[src/shared/ext_bus_params.svh]
`ifndef EXT_BUS_PARAMS_SVH
`define EXT_BUS_PARAMS_SVH
// Internal code window top, fetches above go outside
`define INTERNAL_CODE_TOP       16'h1fff
// Oscillator periods per program store strobe slot
`define FETCH_SLOT_PERIODS      4'h6
// Address latch strobe high phase, in clocks
`define ALE_HIGH_CYCLES         4'h1
// Data strobe width, in clocks
`define STROBE_CYCLES           4'h2
// Port latch reset value, all ones
`define PORT_LATCH_RESET        8'hff
`endif

[src/shared/ext_bus_pkg.sv]
package ext_bus_pkg;
  // Bus cycle kind
  typedef enum logic [1:0] {
    kind_fetch = 2'b00,
    kind_read  = 2'b01,
    kind_write = 2'b10
  } kind_t;
  // Bus sequencer states
  typedef enum logic [2:0] {
    st_idle    = 3'b000,
    st_address = 3'b001,
    st_turn    = 3'b010,
    st_strobe  = 3'b011,
    st_finish  = 3'b100
  } state_t;
endpackage : ext_bus_pkg
[src/rtl/external_memory_bus_port.sv]
`include "ext_bus_params.svh"
// Functional notes
// - Low port: eight open-drain bidirectional lines
// - Latch one floats the low pin
// - Low port multiplexes address then data
// - Bus ones driven strongly, not floated
// - Upper pin with latch one pulled high
// - Upper port drives high address on fetch
// - Upper port drives middle/high for data
// - Address latch strobe pulses per bus cycle
// - Read strobe low; memory drives low port
// - Write drives data, pulses write strobe
// - Program strobe each six periods, not data; here it is low two clocks once per external fetch
// - Program strobe high for internal execution
// - Strap low at reset selects download mode
// - Code source select picks internal/external code
module external_memory_bus_port #(
  parameter int unsigned ADDR_W = 24
) (
  input  wire logic              clk,
  input  wire logic              nrst,
  input  wire logic              req_valid,        // Core request, one-cycle pulse
  input  wire ext_bus_pkg::kind_t req_kind,        // Fetch, read or write
  input  wire logic [ADDR_W-1:0] req_addr,         // Fetch also decodes bits above 15; an external fetch loads them to page_out
  input  wire logic [7:0]        req_wdata,        // Write data
  output logic                   req_ready,        // Idle and able to take
  output logic                   fetch_internal,   // Fetch served internally
  output logic                   done,             // One-cycle end of cycle
  output logic [7:0]             rdata,            // Captured read or fetch byte
  input  wire logic [7:0]        low_latch,        // Low port general latch
  input  wire logic [7:0]        upper_latch,      // Upper port general latch
  input  wire logic              code_source_select, // High: internal code window
  input  wire logic [7:0]        low_port_in,
  output logic [7:0]             low_port_out,
  output logic [7:0]             low_port_oe,
  input  wire logic [7:0]        upper_port_in,    // Read back by core elsewhere
  output logic [7:0]             upper_port_out,
  output logic [7:0]             upper_port_oe,
  output logic [7:0]             page_out,         // Page byte, address bits above 15, on its own port
  output logic                   ale,              // Address latch strobe, high active
  output logic                   rd_n,
  output logic                   wr_n,
  input  wire logic              program_store_strobe_in,
  output logic                   program_store_strobe_out,
  output logic                   program_store_strobe_oe,
  output logic                   download_mode
);
  ext_bus_pkg::state_t state, next_state;
  ext_bus_pkg::kind_t  kind, next_kind;
  logic [ADDR_W-1:0]   addr, next_addr;
  logic [7:0]          wdata, next_wdata;
  logic [3:0]          count, next_count;     // Phase timer
  logic                next_req_ready, next_fetch_internal, next_done;
  logic [7:0]          next_rdata, next_low_out, next_low_oe;
  logic [7:0]          next_up_out, next_up_oe, next_page;
  logic                next_ale, next_rd_n, next_wr_n, next_pss, next_pss_oe;

  // Fetch stays inside when select high and address in window
  function automatic logic is_internal(input logic sel, input logic [ADDR_W-1:0] a);
    is_internal = sel && (a[15:0] <= `INTERNAL_CODE_TOP) && (a[ADDR_W-1:16] == '0);
  endfunction : is_internal

  // Open-drain port: a latch one releases the pin
  function automatic logic [7:0] od_enable(input logic [7:0] latch);
    od_enable = ~latch;
  endfunction : od_enable

  // Download strap, sampled once after release
  strap_capture u_strap (
    .clk           (clk),
    .nrst          (nrst),
    .strap_pin     (program_store_strobe_in),
    .download_mode (download_mode)
  );

  // Sequencer and pin next values
  always_comb begin
    next_state          = state;
    next_kind           = kind;
    next_addr           = addr;
    next_wdata          = wdata;
    next_count          = count;
    next_req_ready      = 1'b0;
    next_fetch_internal = 1'b0;
    next_done           = 1'b0;
    next_rdata          = rdata;
    next_low_out        = 8'h00;
    next_low_oe         = od_enable(low_latch);
    next_up_out         = upper_latch;
    next_up_oe          = 8'hff;
    next_page           = page_out;
    next_ale            = 1'b0;
    next_rd_n           = 1'b1;
    next_wr_n           = 1'b1;
    next_pss            = 1'b1;
    // strap pin released only in reset
    next_pss_oe         = 1'b1;
    case (state)
      ext_bus_pkg::st_idle: begin
        next_req_ready = 1'b1;
        if (req_valid && req_ready) begin
          if (req_kind == ext_bus_pkg::kind_fetch && is_internal(code_source_select, req_addr)) begin
            next_fetch_internal = 1'b1;
            next_done           = 1'b1;
            next_req_ready      = 1'b0;
          end else begin
            next_kind      = req_kind;
            next_addr      = req_addr;
            next_wdata     = req_wdata;
            next_count     = `ALE_HIGH_CYCLES;
            next_state     = ext_bus_pkg::st_address;
            next_req_ready = 1'b0;
            // latch strobe with low and page byte
            next_ale       = 1'b1;
            next_low_out   = req_addr[7:0];
            next_low_oe    = 8'hff;
            next_page      = req_addr[ADDR_W-1:16];
          end
        end
      end
      ext_bus_pkg::st_address: begin
        next_low_out = addr[7:0];
        next_low_oe  = 8'hff;
        next_count   = count - 4'h1;
        next_ale     = (count > 4'h1);
        if (count == 4'h1) begin
          next_state = ext_bus_pkg::st_turn;
        end
      end
      ext_bus_pkg::st_turn: begin
        next_count = `STROBE_CYCLES;
        next_state = ext_bus_pkg::st_strobe;
        if (kind == ext_bus_pkg::kind_write) begin
          next_low_out = wdata;
          next_low_oe  = 8'hff;
          next_wr_n    = 1'b0;
        end else if (kind == ext_bus_pkg::kind_read) begin
          next_low_oe = 8'h00;
          next_rd_n   = 1'b0;
        end else begin
          next_low_oe = 8'h00;
          next_pss    = 1'b0;
        end
      end
      ext_bus_pkg::st_strobe: begin
        next_count = count - 4'h1;
        next_low_out = (kind == ext_bus_pkg::kind_write) ? wdata : 8'h00;
        next_low_oe  = (kind == ext_bus_pkg::kind_write) ? 8'hff : 8'h00;
        next_wr_n    = ~((kind == ext_bus_pkg::kind_write) && (count > 4'h1));
        next_rd_n    = ~((kind == ext_bus_pkg::kind_read) && (count > 4'h1));
        next_pss     = ~((kind == ext_bus_pkg::kind_fetch) && (count > 4'h1));
        if (count == 4'h1) begin
          // Sample on last strobe cycle, before release
          if (kind != ext_bus_pkg::kind_write) begin
            next_rdata = low_port_in;
          end
          next_state = ext_bus_pkg::st_finish;
        end
      end
      ext_bus_pkg::st_finish: begin
        // Hold write data a second cycle after the rising strobe
        next_low_out   = (kind == ext_bus_pkg::kind_write) ? wdata : 8'h00;
        next_low_oe    = (kind == ext_bus_pkg::kind_write) ? 8'hff : od_enable(low_latch);
        next_done      = 1'b1;
        next_state     = ext_bus_pkg::st_idle;
        next_req_ready = 1'b1;
      end
      default: begin
        next_state = ext_bus_pkg::st_idle;
      end
    endcase
    if (state != ext_bus_pkg::st_idle || next_state != ext_bus_pkg::st_idle) begin
      if (next_state != ext_bus_pkg::st_idle) begin
        // High byte on fetch, middle byte on data; page rides page_out
        next_up_out = next_addr[15:8];
        next_up_oe  = 8'hff;
      end
    end
  end

  // Register stage
  always_ff @(posedge clk or negedge nrst) begin
    if (!nrst) begin
      state                    <= ext_bus_pkg::st_idle;
      kind                     <= ext_bus_pkg::kind_fetch;
      addr                     <= '0;
      wdata                    <= 8'h00;
      count                    <= 4'h0;
      req_ready                <= 1'b0;
      fetch_internal           <= 1'b0;
      done                     <= 1'b0;
      rdata                    <= 8'h00;
      low_port_out             <= 8'h00;
      low_port_oe              <= 8'h00;
      upper_port_out           <= `PORT_LATCH_RESET;
      upper_port_oe            <= 8'hff;
      page_out                 <= 8'h00;
      ale                      <= 1'b0;
      rd_n                     <= 1'b1;
      wr_n                     <= 1'b1;
      program_store_strobe_out <= 1'b1;
      program_store_strobe_oe  <= 1'b0;
    end else begin
      state                    <= next_state;
      kind                     <= next_kind;
      addr                     <= next_addr;
      wdata                    <= next_wdata;
      count                    <= next_count;
      req_ready                <= next_req_ready;
      fetch_internal           <= next_fetch_internal;
      done                     <= next_done;
      rdata                    <= next_rdata;
      low_port_out             <= next_low_out;
      low_port_oe              <= next_low_oe;
      upper_port_out           <= next_up_out;
      upper_port_oe            <= next_up_oe;
      page_out                 <= next_page;
      ale                      <= next_ale;
      rd_n                     <= next_rd_n;
      wr_n                     <= next_wr_n;
      program_store_strobe_out <= next_pss;
      program_store_strobe_oe  <= next_pss_oe;
    end
  end

endmodule : external_memory_bus_port

[src/rtl/strap_capture.sv]
`include "ext_bus_params.svh"
// Samples the download strap once just after reset release
module strap_capture (
  input  wire logic clk,
  input  wire logic nrst,
  input  wire logic strap_pin,
  output logic      download_mode
);
  logic armed;       // Cleared after the single sample
  logic next_armed;
  logic next_download_mode;

  // Next values: one sample, then hold
  always_comb begin
    next_armed         = 1'b0;
    next_download_mode = download_mode;
    if (armed) begin
      next_download_mode = ~strap_pin;
    end
  end

  // Reset loads constants only; the pin is taken after release
  always_ff @(posedge clk or negedge nrst) begin
    if (!nrst) begin
      armed         <= 1'b1;
      download_mode <= 1'b0;
    end else begin
      armed         <= next_armed;
      download_mode <= next_download_mode;
    end
  end
endmodule : strap_capture

[config.mk]
export PLATFORM = sky130hd
export DESIGN_NAME = external_memory_bus_port
export DESIGN_NICKNAME = d
export VERILOG_FILES = /design/src/shared/ext_bus_pkg.sv /design/src/rtl/external_memory_bus_port.sv /design/src/rtl/strap_capture.sv
export VERILOG_INCLUDE_DIRS = /design/src /design/src/shared
export SDC_FILE = /design/constraint.sdc
export NUM_CORES = 1
export LEC_CHECK = 0
export BUFFER_PORTS_ARGS = -buffer_cell sky130_fd_sc_hd__buf_4
export CAP_MARGIN = 30
export CORE_UTILIZATION = 45
export DETAILED_ROUTE_END_ITERATION = 10
export PLACE_DENSITY = 0.82
export SLEW_MARGIN = 20
export SYNTH_ARGS = -nofsm -noshare
export SYNTH_HDL_FRONTEND = slang
export SYNTH_SLANG_ARGS = --single-unit
[constraint.sdc]
create_clock -name clk -period 5.2 [get_ports clk]
set_input_delay 1.56 -clock clk [delete_from_list [all_inputs] [get_ports clk]]
set_output_delay 1.56 -clock clk [all_outputs]
set_load 0.01 [all_outputs]
==> results of run 1 <==
-- synth_stat cells (all sizes together), types with 2 or more instances --
library cell / count
dfrtp: 71
mux2: 32
nand2: 25
o21ai: 22
buf: 21
inv: 14
dfstp: 12
mux2i: 12
and2: 10
o211ai: 9
a221o: 8
nor2: 8
nand3: 7
ha: 6
nor2b: 5
clkbuf: 4
a21oi: 3
nor4: 3
and3: 2
conb: 2
nor3: 2
o22ai: 2
-- cell type report --
class | count | area, µm²
Clock buffer | 10 | 127.6
Sequential cell | 83 | 2092
Clock inverter | 6 | 66.31
Tap cell | 102 | 127.6
Multi-Input combinational cell | 177 | 1292
Timing Repair Buffer | 116 | 888.4
Inverter | 14 | 52.55
Fill cell | 627 | 3040
-- report_power, final --
part           switching [mW]  internal [mW]  total, mW
sequential              0.167          0.963       1.13
clock                   0.227          0.222      0.449
combinational           0.418          0.511      0.928
total                   0.811           1.70       2.51
-- registers in the layout, summed over array words and instances (netlist names), 2 cells and up --
register / flops
page_out: 8
state: 3
addr: 16
kind: 2
rdata: 8
count: 4
low_port_oe: 8
wdata: 8
upper_port_out: 8
low_port_out: 8
-- stage by stage --
stage	area [µm²]	setup slack (ps)
5_1_grt	4647	2224
4_1_cts	4642	2315
2_1_floorplan	3603	2384
6_report	4647	2312
3_3_place_gp	4420	1966
3_5_place_dp	4448	1942
-- cell families (layout without fill, tap and decap cells) --
kind of cell	count (synthesis)	after routing	synth area share
AO/OA/AOI/OAI	48	48	0.08929
adder cells (fa/ha/maj)	6	6	0.02101
flip-flops	83	83	0.5854
multiplexers	44	44	0.1345
AND/OR/NAND/NOR	68	68	0.1040
XOR/XNOR	1	1	0.002451
other	2	10	0.002102
buffers and inverters	39	146	0.06127
-- critical path, cell delays in order --
cell and delay [ps]:
sky130_fd_sc_hd__buf_4 110, sky130_fd_sc_hd__nor4_1 290, sky130_fd_sc_hd__nand4_1 130, sky130_fd_sc_hd__buf_4 210, sky130_fd_sc_hd__and2_1 150, sky130_fd_sc_hd__buf_4 250, sky130_fd_sc_hd__a221o_1 390
-- layer usage --
layer / up-vias / wire length [µm]
li1: 1210 / -
met1: 1215 / 3268
met2: 99 / 3532
met3: 10 / 441
met4: 0 / 102
met5: - / 0
-- how the worst min path moves through the flow --
stage / start / endpoint / slack, ps / cells past startpoint
3_5_place_dp: addr[3] / addr[3] / 490 / 1
4_1_cts: addr[3] / addr[3] / 500 / 1
3_3_place_gp: addr[5] / addr[5] / 480 / 1
2_1_floorplan: addr[0] / addr[0] / 470 / 1
6_report: addr[3] / addr[3] / 500 / 1
5_1_grt: addr[3] / addr[3] / 510 / 1
==> results by stage, run 1 <==
Floorplan:
- In this run the vertical extent of the chip is 91.11 µm.
- The core region is 7687 µm².
- The row count is 32.
- The area enclosed by the die boundary is 8301 µm².
- The die is 91.11 µm wide.
- The count of boundary I/O pins is 128.
- The initial utilization of the core area, before any placement, comes to 0.4648.

Critical path:
- The kind of start point of the critical path is an input pin.
- The number of cells on the worst reg-to-reg path is 4.
- The end of the critical path is low_port_out[3].
- The start-to-end type of the worst setup path is in2reg.
- The critical register-to-register path startpoint is state[1].
- The launch point of the critical path is req_addr[18].
- For the worst setup path, the data arrival time is 3110 ps.
- The data required time at the worst endpoint is 5420 ps.
- In this run the worst path has a maximum fanout of 38.
- The worst setup path is captured at a register.
- The capturing point of the worst reg2reg path is rdata[4].
- The worst register-to-register path has a setup slack of 2860 ps.

Timing:
- The transition at the pin with the smallest max-transition slack is 706.7 ps.
- The clock tree skew after final layout is 12.54 ps.
- The final cycle utilization of the critical path is 0.5553.
- Setup violations remaining at the end of the flow were counted as 0.
- After routing, the total negative slack on setup checks comes to 0 ps.
- The final worst hold slack is 501.4 ps.
- The routed design could run at a clock period as short as 2888 ps.
- The final hold violation count is 0.
- The number of pins exceeding their max-slew limit in the final report was 0.
- The tightest slew margin relative to the limit is 0.5279.
- Timing would allow up to 346.3 MHz.
- Setup repair after global routing left no endpoint under its margin.

Synth:
- Synthesis inferred 83 register bits.
- The proportion of register bits with asynchronous set or reset after synthesis is 1.000.
- Synthesis produced a netlist whose cell count is 291.
- The area share of the largest cell type after synthesis is 0.4972.
- The number of synthesized flops with an enable pin is 0.
- The most area-hungry cell type in the Yosys netlist is sky130_fd_sc_hd__dfrtp_1.
- The post-synthesis instance area is 3573 µm².
- The mean instance size in the synthesized netlist is 12.28 µm².
- The unique cell type count in the Yosys netlist is 39.
- The most used flip-flop cell after synthesis is sky130_fd_sc_hd__dfrtp_1.
- Yosys attributes the largest share of cell area to sky130_fd_sc_hd__dfrtp_1 (50%), sky130_fd_sc_hd__mux2_2 (9.5%), sky130_fd_sc_hd__dfstp_2 (8.8%).
- The yosys synthesis warning count is 0.
- The portion of the post-synthesis area used by sequential elements is 0.5854.

Layout:
- The top cell types in the final layout, fill and taps aside, are sky130_fd_sc_hd__buf_4 (114), sky130_fd_sc_hd__dfrtp_1 (71), sky130_fd_sc_hd__mux2_2 (30).
- The final layout net count is 478.
- The area growth from synthesis to final layout is 30.04%.
- The most frequent standard cell in the layout excluding fill and tap cells is sky130_fd_sc_hd__buf_4.
- The fraction of layout instances using a drive strength above 1 is 0.4384.
- The antenna diode instance count is 0.
- Measured on the finished design, the core utilization comes to 0.6045.
- The number of standard cells in the final layout excluding fillers is 508.

GRT:
- The global routing met3 resource utilization is 0.03685.
- For this run, global-route usage on met1 was measured as 0.2541.
- The total routing resource utilization after global routing is 0.1889.
- The number of global-route vias before repair is 2476.
- The fraction of met2 tracks used by global routing is 0.3056.
- The initial antenna violation count is 0.
- The first global-routing pass estimated 12.25 mm of wire.
- In this run the most used layer during global routing was met2.
- The maximum number of pins on one net before global-route repair is 59.
- The remaining global-route overflow is 0.

Drt:
- The total routed wirelength is 7.344 mm.
- The DRC violation count after routing is 0.
- For this run, the detailed router's first-pass iteration total came to 4.
- The via total after detailed routing is 2534.
- Once detail routing completed, the nets flagged for antenna violations numbered 0.
- The routed length per instance is 14.46 µm.
- The average via count per standard cell is 4.988.
- The detailed router finished its first iteration with 108 violations.

Clock tree:
- The maximum level of the CTS H-tree is 3.
- The buffer depth of the longest clock path is 2.
- The clock transition at the registers of the reported paths is 80 ps.
- The clock drives 83 sinks.
- Buffers added to address setup during post-CTS repair amount to 0.
- TritonCTS built the clock tree.
- For the worst-skew pair, the clock arrives at the later sink with an insertion delay of 350 ps.
- The number of gates resized after CTS was 0.
- In this run, post-CTS hold repair placed 0 buffers.
- The root buffer cell is sky130_fd_sc_hd__clkbuf_8.
- The number of buffers created by CTS is 9.

Power and ir drop:
- The worst supply voltage drop on vdd is 0.2593 mV.
- Overall power consumption after layout is estimated at 2.507 mW.
- Dividing total power by cell area gives a power density of 539.6 nW/µm².
- The static leakage is 2.213 nW.

Worst hold path:
- The type of the worst min-delay path is reg2reg.

Status:
- The run finished with clean final reports.

Flow run:
- Max-cap violations in this run came to 0.

Placement:
- The number of cells after detailed placement is 491.
- The half-perimeter wire length of the detailed placement result is 5.124 mm.
- The final weighted congestion of routability-driven global placement is 0.7525.
- Port buffering added 111 buffers.
(Power assumes the default switching activity.)
==> inputs of run 2 (changes only) <==
- clock period: 5.2 -> 2.82 ns (I/O delays scaled with it)
==> run 2 against run 1 <==
Global-route usage down 0.42 points. Via count up 2.2%. Die area unchanged. Design area up 0.46%. Setup slack worse by 1700 ps. Core utilization up 0.28 points. Clock power up 91%. Sequential power up 81%. Clock skew down 2.5 ps. Largest power group unchanged. Highest routed layer unchanged.
==> results by stage, run 2 (same netlist as run 1, synthesis figures left out) <==
Timing:
- The routed design could run at a clock period as short as 2248 ps.
- At the pin with the least slew margin, the transition time is 913.0 ps.
- The highest clock rate is 444.9 MHz.
- In the finished design, the share of the clock period the worst path needs comes to 0.7970.
- The number of pins exceeding their max-slew limit in the final report is 0.
- Hold timing on the final database bottoms out at a slack of 472.3 ps.
- The clock tree skew after final layout is 10.08 ps.
- The tightest slew margin relative to the limit is 0.3913.
- Setup repair after global routing left no endpoint under its margin.
- The total of endpoints with negative setup slack in the final report is 0.
- The final hold violation count came to 0.
- For the final routed database, the setup TNS stands at 0 ps.

Drt:
- The via total after detailed routing is 2591.
- The total routed wirelength is 7.312 mm.
- The average via count per standard cell is 5.070.
- The first-pass iteration count of the detailed router is 4.
- For this run, design rule violations remaining after detail routing come to 0.
- The post-route antenna net violation count is 0.
- In this run, the number of DRC markers left after iteration 0 of detailed routing was 102.
- Dividing the detail-routed wire length by the instance count gives 14.31 µm.

Critical path:
- The largest individual stage delay along the critical path comes from the cell sky130_fd_sc_hd__and2_1.
- The logic depth of the worst register-to-register path is 4.
- STA classifies the critical path startpoint as an input pin.
- The worst register-to-register path begins at state[0].
- The number of buffers and inverters on the critical path is 2.
- The reg-to-reg setup timing slack is 690 ps.
- The arrival time at the worst endpoint is 2460 ps.
- The delay contributed by the slowest stage of the critical path is 760 ps.
- The worst register-to-register path ends at addr[10].
- In this run the number of cells on the critical path is 6.
- Along the worst path, the maximum fanout reaches 23.
- The start-to-end type of the worst setup path is in2reg.
- The endpoint class of the critical path is a register.
- The most prevalent standard cell on the critical path is sky130_fd_sc_hd__buf_4.
- Traced cell by cell, the critical path runs through buf_4, nor4b_2, nand4_1, and2_1, buf_4, o21ai_0.
- The data required time at the worst endpoint is 3040 ps.
- On the critical path the largest part of the delay comes from simple AND/OR/NAND/NOR gates.

Placement:
- Once placement finished, the instance area stood at 4463 µm².
- The HPWL after detailed placement is 5.256 mm.
- The number of port buffers is 111.
- The final weighted congestion of routability-driven global placement is 0.7548.

Layout:
- The number of flip-flops under the largest register name is 16.
- The area growth from synthesis to layout is 30.64%.
- At the end of the flow, the number of nets in the layout was 481.
- The top cell types in the final layout, fill and taps aside, are sky130_fd_sc_hd__buf_4 (117), sky130_fd_sc_hd__dfrtp_1 (71), sky130_fd_sc_hd__mux2_2 (30).
- The register with the most flip-flops in the final layout is addr.
- The most frequent standard cell in the layout excluding fill and tap cells is sky130_fd_sc_hd__buf_4.
- The count of filler cells inserted in the layout is 651.
- The antenna diode instance count is 0.
- The fraction of layout instances using a drive strength above 1 is 0.4450.
- With fillers left out, the area of the finished cells amounts to 4668 µm².
- The utilization after layout is 0.6073.
- In the final layout, the multi-input gates occupy 1292 µm².
- Registers take 2092 µm².

GRT:
- The first global-routing pass estimated 12.15 mm of wire.
- The initial antenna violation count is 0.
- The remaining global-route overflow is 0.
- The maximum number of pins on one net before global-route repair is 45.
- The total routing resource utilization after global routing is 0.1847.
- The number of global-route vias before repair is 2610.

Clock tree:
- Clock latency on the worst-skew pair, taken at its later pin, is 340 ps.
- For this design, the CTS-stage hold fixing added 0 buffers.
- Clock tree synthesis selected as its root buffer the cell sky130_fd_sc_hd__clkbuf_8.
- TritonCTS built the clock tree.
- Counting the buffers created by CTS gives 9.
- The buffer depth of the longest clock path is 2.
- The count of instances resized after the clock tree is built is 0.
- The post-CTS setup buffer count is 0.
- The clock tree synthesis step divided the H-tree into 3 levels.
- The clock transition at the registers of the reported paths is 80 ps.
- Counting every sink on the clock net gives 83.

Flow run:
- Max-cap violations in this run came to 0.

Worst hold path:
- The tightest min-delay check is of the in2async type.

Floorplan:
- The area enclosed by the die boundary is 8301 µm².
- The count of boundary I/O pins is 128.
- The row count is 32.
- The area of the placeable core is 7687 µm².
- The floorplan step set the die width to 91.11 µm.
- The initial utilization of the core area, before any placement, comes to 0.4648.
- The floorplan step set the die height to 91.11 µm.

Power and ir drop:
- For this design the static power due to leakage is 2.233 nW.
- VDD sags by at most 0.4136 mV.
- The power per unit of standard cell area is 997.5 nW/µm².
- The total power of the final layout is 4.657 mW.

Status:
- The run finished with clean final reports.
## run 2: cell types whose count changed in the layout (fill, tap and decap cells not counted)
cell / change
sky130_fd_sc_hd__buf_4: +3
sky130_fd_sc_hd__clkbuf_1: -1
sky130_fd_sc_hd__clkinvlp_4: -1
sky130_fd_sc_hd__inv_6: +2
sky130_fd_sc_hd__buf_16: -1
sky130_fd_sc_hd__buf_12: +1
## run 2: worst max path at each step
stage                             startpoint              to
after detailed placement  code_source_select        addr[10]
after global placement    code_source_select         addr[8]
after CTS                 code_source_select        addr[10]
after floorplan                 req_addr[18]         addr[7]
final                     code_source_select        addr[10]
after global routing            req_addr[16]  low_port_oe[4]
## run 2: worst register-to-register path, cell delays in order (launching register included)
cell                      delay (ps)
sky130_fd_sc_hd__dfrtp_1         520
sky130_fd_sc_hd__nor4_4          280
sky130_fd_sc_hd__and2_1          770
sky130_fd_sc_hd__buf_4           330
sky130_fd_sc_hd__o21ai_0         110
## run 2: cell type report
type                    instances  share of cell area
multi-input cells             177              0.2769
inverters                      14             0.01126
clock inverters                 7             0.01635
flip-flops and latches         83              0.4481
repair buffers                119              0.1935
clock buffers                   9             0.02653
well taps                     102             0.02734
## run 2: routing by layer
metal / track usage / up-vias / share of wire
met5: 0 / - / 0
met4: 0.05159 / 0 / 0.012
met3: 0.04188 / 9 / 0.060
met2: 0.3119 / 96 / 0.50
met1: 0.2392 / 1271 / 0.43
li1: - / 1215 / -
## run 2: where the power goes
group          leakage (nW)  switching [mW]  internal [mW]
sequential            0.985           0.261           1.78
clock                0.0962           0.440          0.415
combinational          1.15           0.806          0.957
## run 2: per-stage QoR
stage                     worst slack [ps]  std cells
after global placement               214.9        494
final                                572.4        511
after CTS                            537.9        510
after floorplan                      718.5        299
after detailed placement             170.4        494
after global routing                 368.1        511
==> inputs of run 3 (changes only) <==
- PLACE_DENSITY: 0.82 -> 0.85
- clock period: 2.82 -> 1.8 ns (I/O delays scaled with it)
==> run 3 against run 2 <==
Core utilization rose by 1.8 points. First-iteration DRC count fell by 17%. Hold slack got worse by 260 ps. Sequential share of layout area fell by 1.3 points. Global-route usage fell by 0.067 points. Setup slack got worse by 490 ps. Die area did not move. Clock skew fell by 1.4 ps. Clock power rose by 41%. Combinational power rose by 67%. Routed wire length rose by 1.1%. Design area rose by 2.9%.
==> results by stage, run 3 (same netlist as run 1, synthesis figures left out) <==
Critical path:
- The arrival time at the worst endpoint is 1940 ps.
- The largest single stage delay on the critical path is 390 ps.
- Among all stages on the critical path, the largest delay is contributed by sky130_fd_sc_hd__dfrtp_1.
- The worst setup path is captured at a register.
- The kind of cell adding the most delay to the critical path is simple AND/OR/NAND/NOR gates.
- The worst-path maximum fanout is 8.
- The start-to-end type of the worst setup path is reg2reg.
- STA classifies the critical path startpoint as a register.
- The critical path goes through inv_2, ha_2, and4bb_1, and2_1, nor2b_4, buf_6, mux2_2.
- The data required time at the worst endpoint is 2020 ps.
- The number of buffers and inverters on the critical path is 2.

Layout:
- The antenna diode instance count is 0.
- The library cells used most frequently in the layout, excluding fill and tap cells, are sky130_fd_sc_hd__buf_4 (129), sky130_fd_sc_hd__dfrtp_1 (71), sky130_fd_sc_hd__mux2_2 (30).
- The register bank with the most flops is addr.
- The utilization after layout is 0.6252.
- The area growth from synthesis to final layout is 34.49%.
- The final layout net count is 495.
- The register with the most flip-flops in the layout has 16 of them.
- Of the cells placed in the final design, the portion with a size suffix greater than 1 is 0.4752.
- The finished cells cover 4806 µm².
- The most frequent standard cell in the layout excluding fill and tap cells is sky130_fd_sc_hd__buf_4.

Timing:
- Once routing completed, OpenROAD measured the worst setup slack at 80.02 ps.
- The final hold violation count was 0.
- The final cycle utilization of the critical path is 0.9555.
- On the final layout, the worst clock skew is 8.720 ps.
- Hold is met by 214.8 ps.
- Setup violations remaining at the end of the flow were counted as 0.
- The number of pins exceeding their max-slew limit in the final report is 0.
- For this run, the top clock speed supported by timing is 581.4 MHz.
- The time the final worst path needs with I/O delays and setup is 1720 ps.

Floorplan:
- The count of boundary I/O pins is 128.
- The area of the placeable core is 7687 µm².
- Row generation in the floorplan step produced 32 rows.
- The area enclosed by the die boundary is 8301 µm².
- For this configuration, the core starts out at a cell density of 0.4648.
- The vertical die dimension is 91.11 µm.
- From left edge to right edge, the die measures 91.11 µm.

Drt:
- The DRC violation count after routing is 0.
- In this run the remaining antenna-violating nets after routing total 0.
- Using the TritonRoute via totals, the vias-per-cell ratio works out to 4.937.
- The detailed router's first-iteration violation count is 85.
- The routed length per instance is 14.09 µm.
- The final layout contains routed wiring with a total length of 7.396 mm.
- Summing over every cut layer, the via total after detailed routing is 2592.
- Before antenna repair, the detailed router went through 4 iterations.

Placement:
- Buffers placed on the I/O ports in this run total 111.
- The total placed instance area is 4588 µm².
- The post-placement worst setup slack is -329.2 ps.
- The final weighted congestion of routability-driven global placement is 0.8192.
- The half-perimeter wire length of the detailed placement result is 5.217 mm.

Clock tree:
- In this run the deepest clock path goes through 2 buffers.
- Counting the buffers created by CTS gives 9.
- In this run the number of H-tree levels came out at 3.
- Clock-pin slew was measured on the worst setup and hold paths at 80 ps.
- The later-pin clock latency in the skew report is 340 ps.
- The clock sink total is 83.
- The root buffer cell is sky130_fd_sc_hd__clkbuf_8.
- The post-CTS setup buffer count is 0.
- TritonCTS built the clock tree.

Flow run:
- Across the run, the number of max-cap violations was 0.

GRT:
- The maximum number of pins on one net before global-route repair is 84.
- The remaining global-route overflow is 0.
- The number of global-route vias before repair is 2670.
- The initial antenna violation count came to 0.
- Across every metal layer, demand over resource in global routing totals 0.1841.
- The first global-routing pass estimated 12.10 mm of wire.

Power and ir drop:
- The static leakage is 2.296 nW.
- IR analysis of the VDD net gives a maximum drop of 0.6810 mV.
- The power per unit of standard cell area is 1526 nW/µm².

Worst hold path:
- In this run the worst hold path is classified as in2async.

Status:
- The flow ran to the end, and the final reports show no timing, DRC or antenna violations.
[run 3: changes by cell type in the layout (fill, tap and decap cells not counted), sizes merged]
cell / delta
inv: -2
buf: +14
bufinv: -1
clkbuf: +3
[run 3: area by class of cell]
class / instances / area (µm²)
clock inverters: 4 / 25.02
flip-flops and latches: 83 / 2092
fillers: 624 / 2882
well taps: 102 / 127.6
multi-input cells: 177 / 1323
clock buffers: 12 / 155.1
repair buffers: 133 / 1031
inverters: 14 / 52.55
[run 3: repair_timing]
item	CTS	global route
gates resized for setup	1	9
endpoints found under the setup margin	8	40
hold buffers	0	0
[run 3: worst paths after layout]
path	start	end	slack (ps)	cells after the start
max	count[1]	rdata[4]	80	7
min	nrst	low_port_oe[1]	210	2
max reg2reg	count[1]	rdata[4]	80	7
min reg2reg	addr[4]	addr[4]	500	1
max in group asynchronous	nrst	u_strap.armed	1200	2
min in group clk	program_store_strobe_in	u_strap.download_mode	390	2
[run 3: power breakdown]
| part | internal, mW | switching [mW] |
|---|---|---|
| clock network | 0.573 | 0.633 |
| logic | 1.62 | 1.32 |
| registers | 2.78 | 0.406 |
[run 3: routing by layer]
| layer | GRT usage | vias up | part of all wire |
|---|---|---|---|
| li1 | - | 1240 | - |
| met1 | 0.2346 | 1249 | 0.43 |
| met2 | 0.3074 | 95 | 0.49 |
| met3 | 0.03936 | 8 | 0.064 |
| met4 | 0.07143 | 0 | 0.012 |
| met5 | 0 | - | 0 |
[run 3: through the flow]
step / cells / TNS [ps] / power (mW)
global route: 525 / -4.765 / 7.834
finish: 525 / 0 / 7.336
detailed placement: 509 / -12660 / 6.156
floorplan: 299 / 0 / 4.833
CTS: 525 / 0 / 7.388
global placement: 509 / -11980 / 5.989
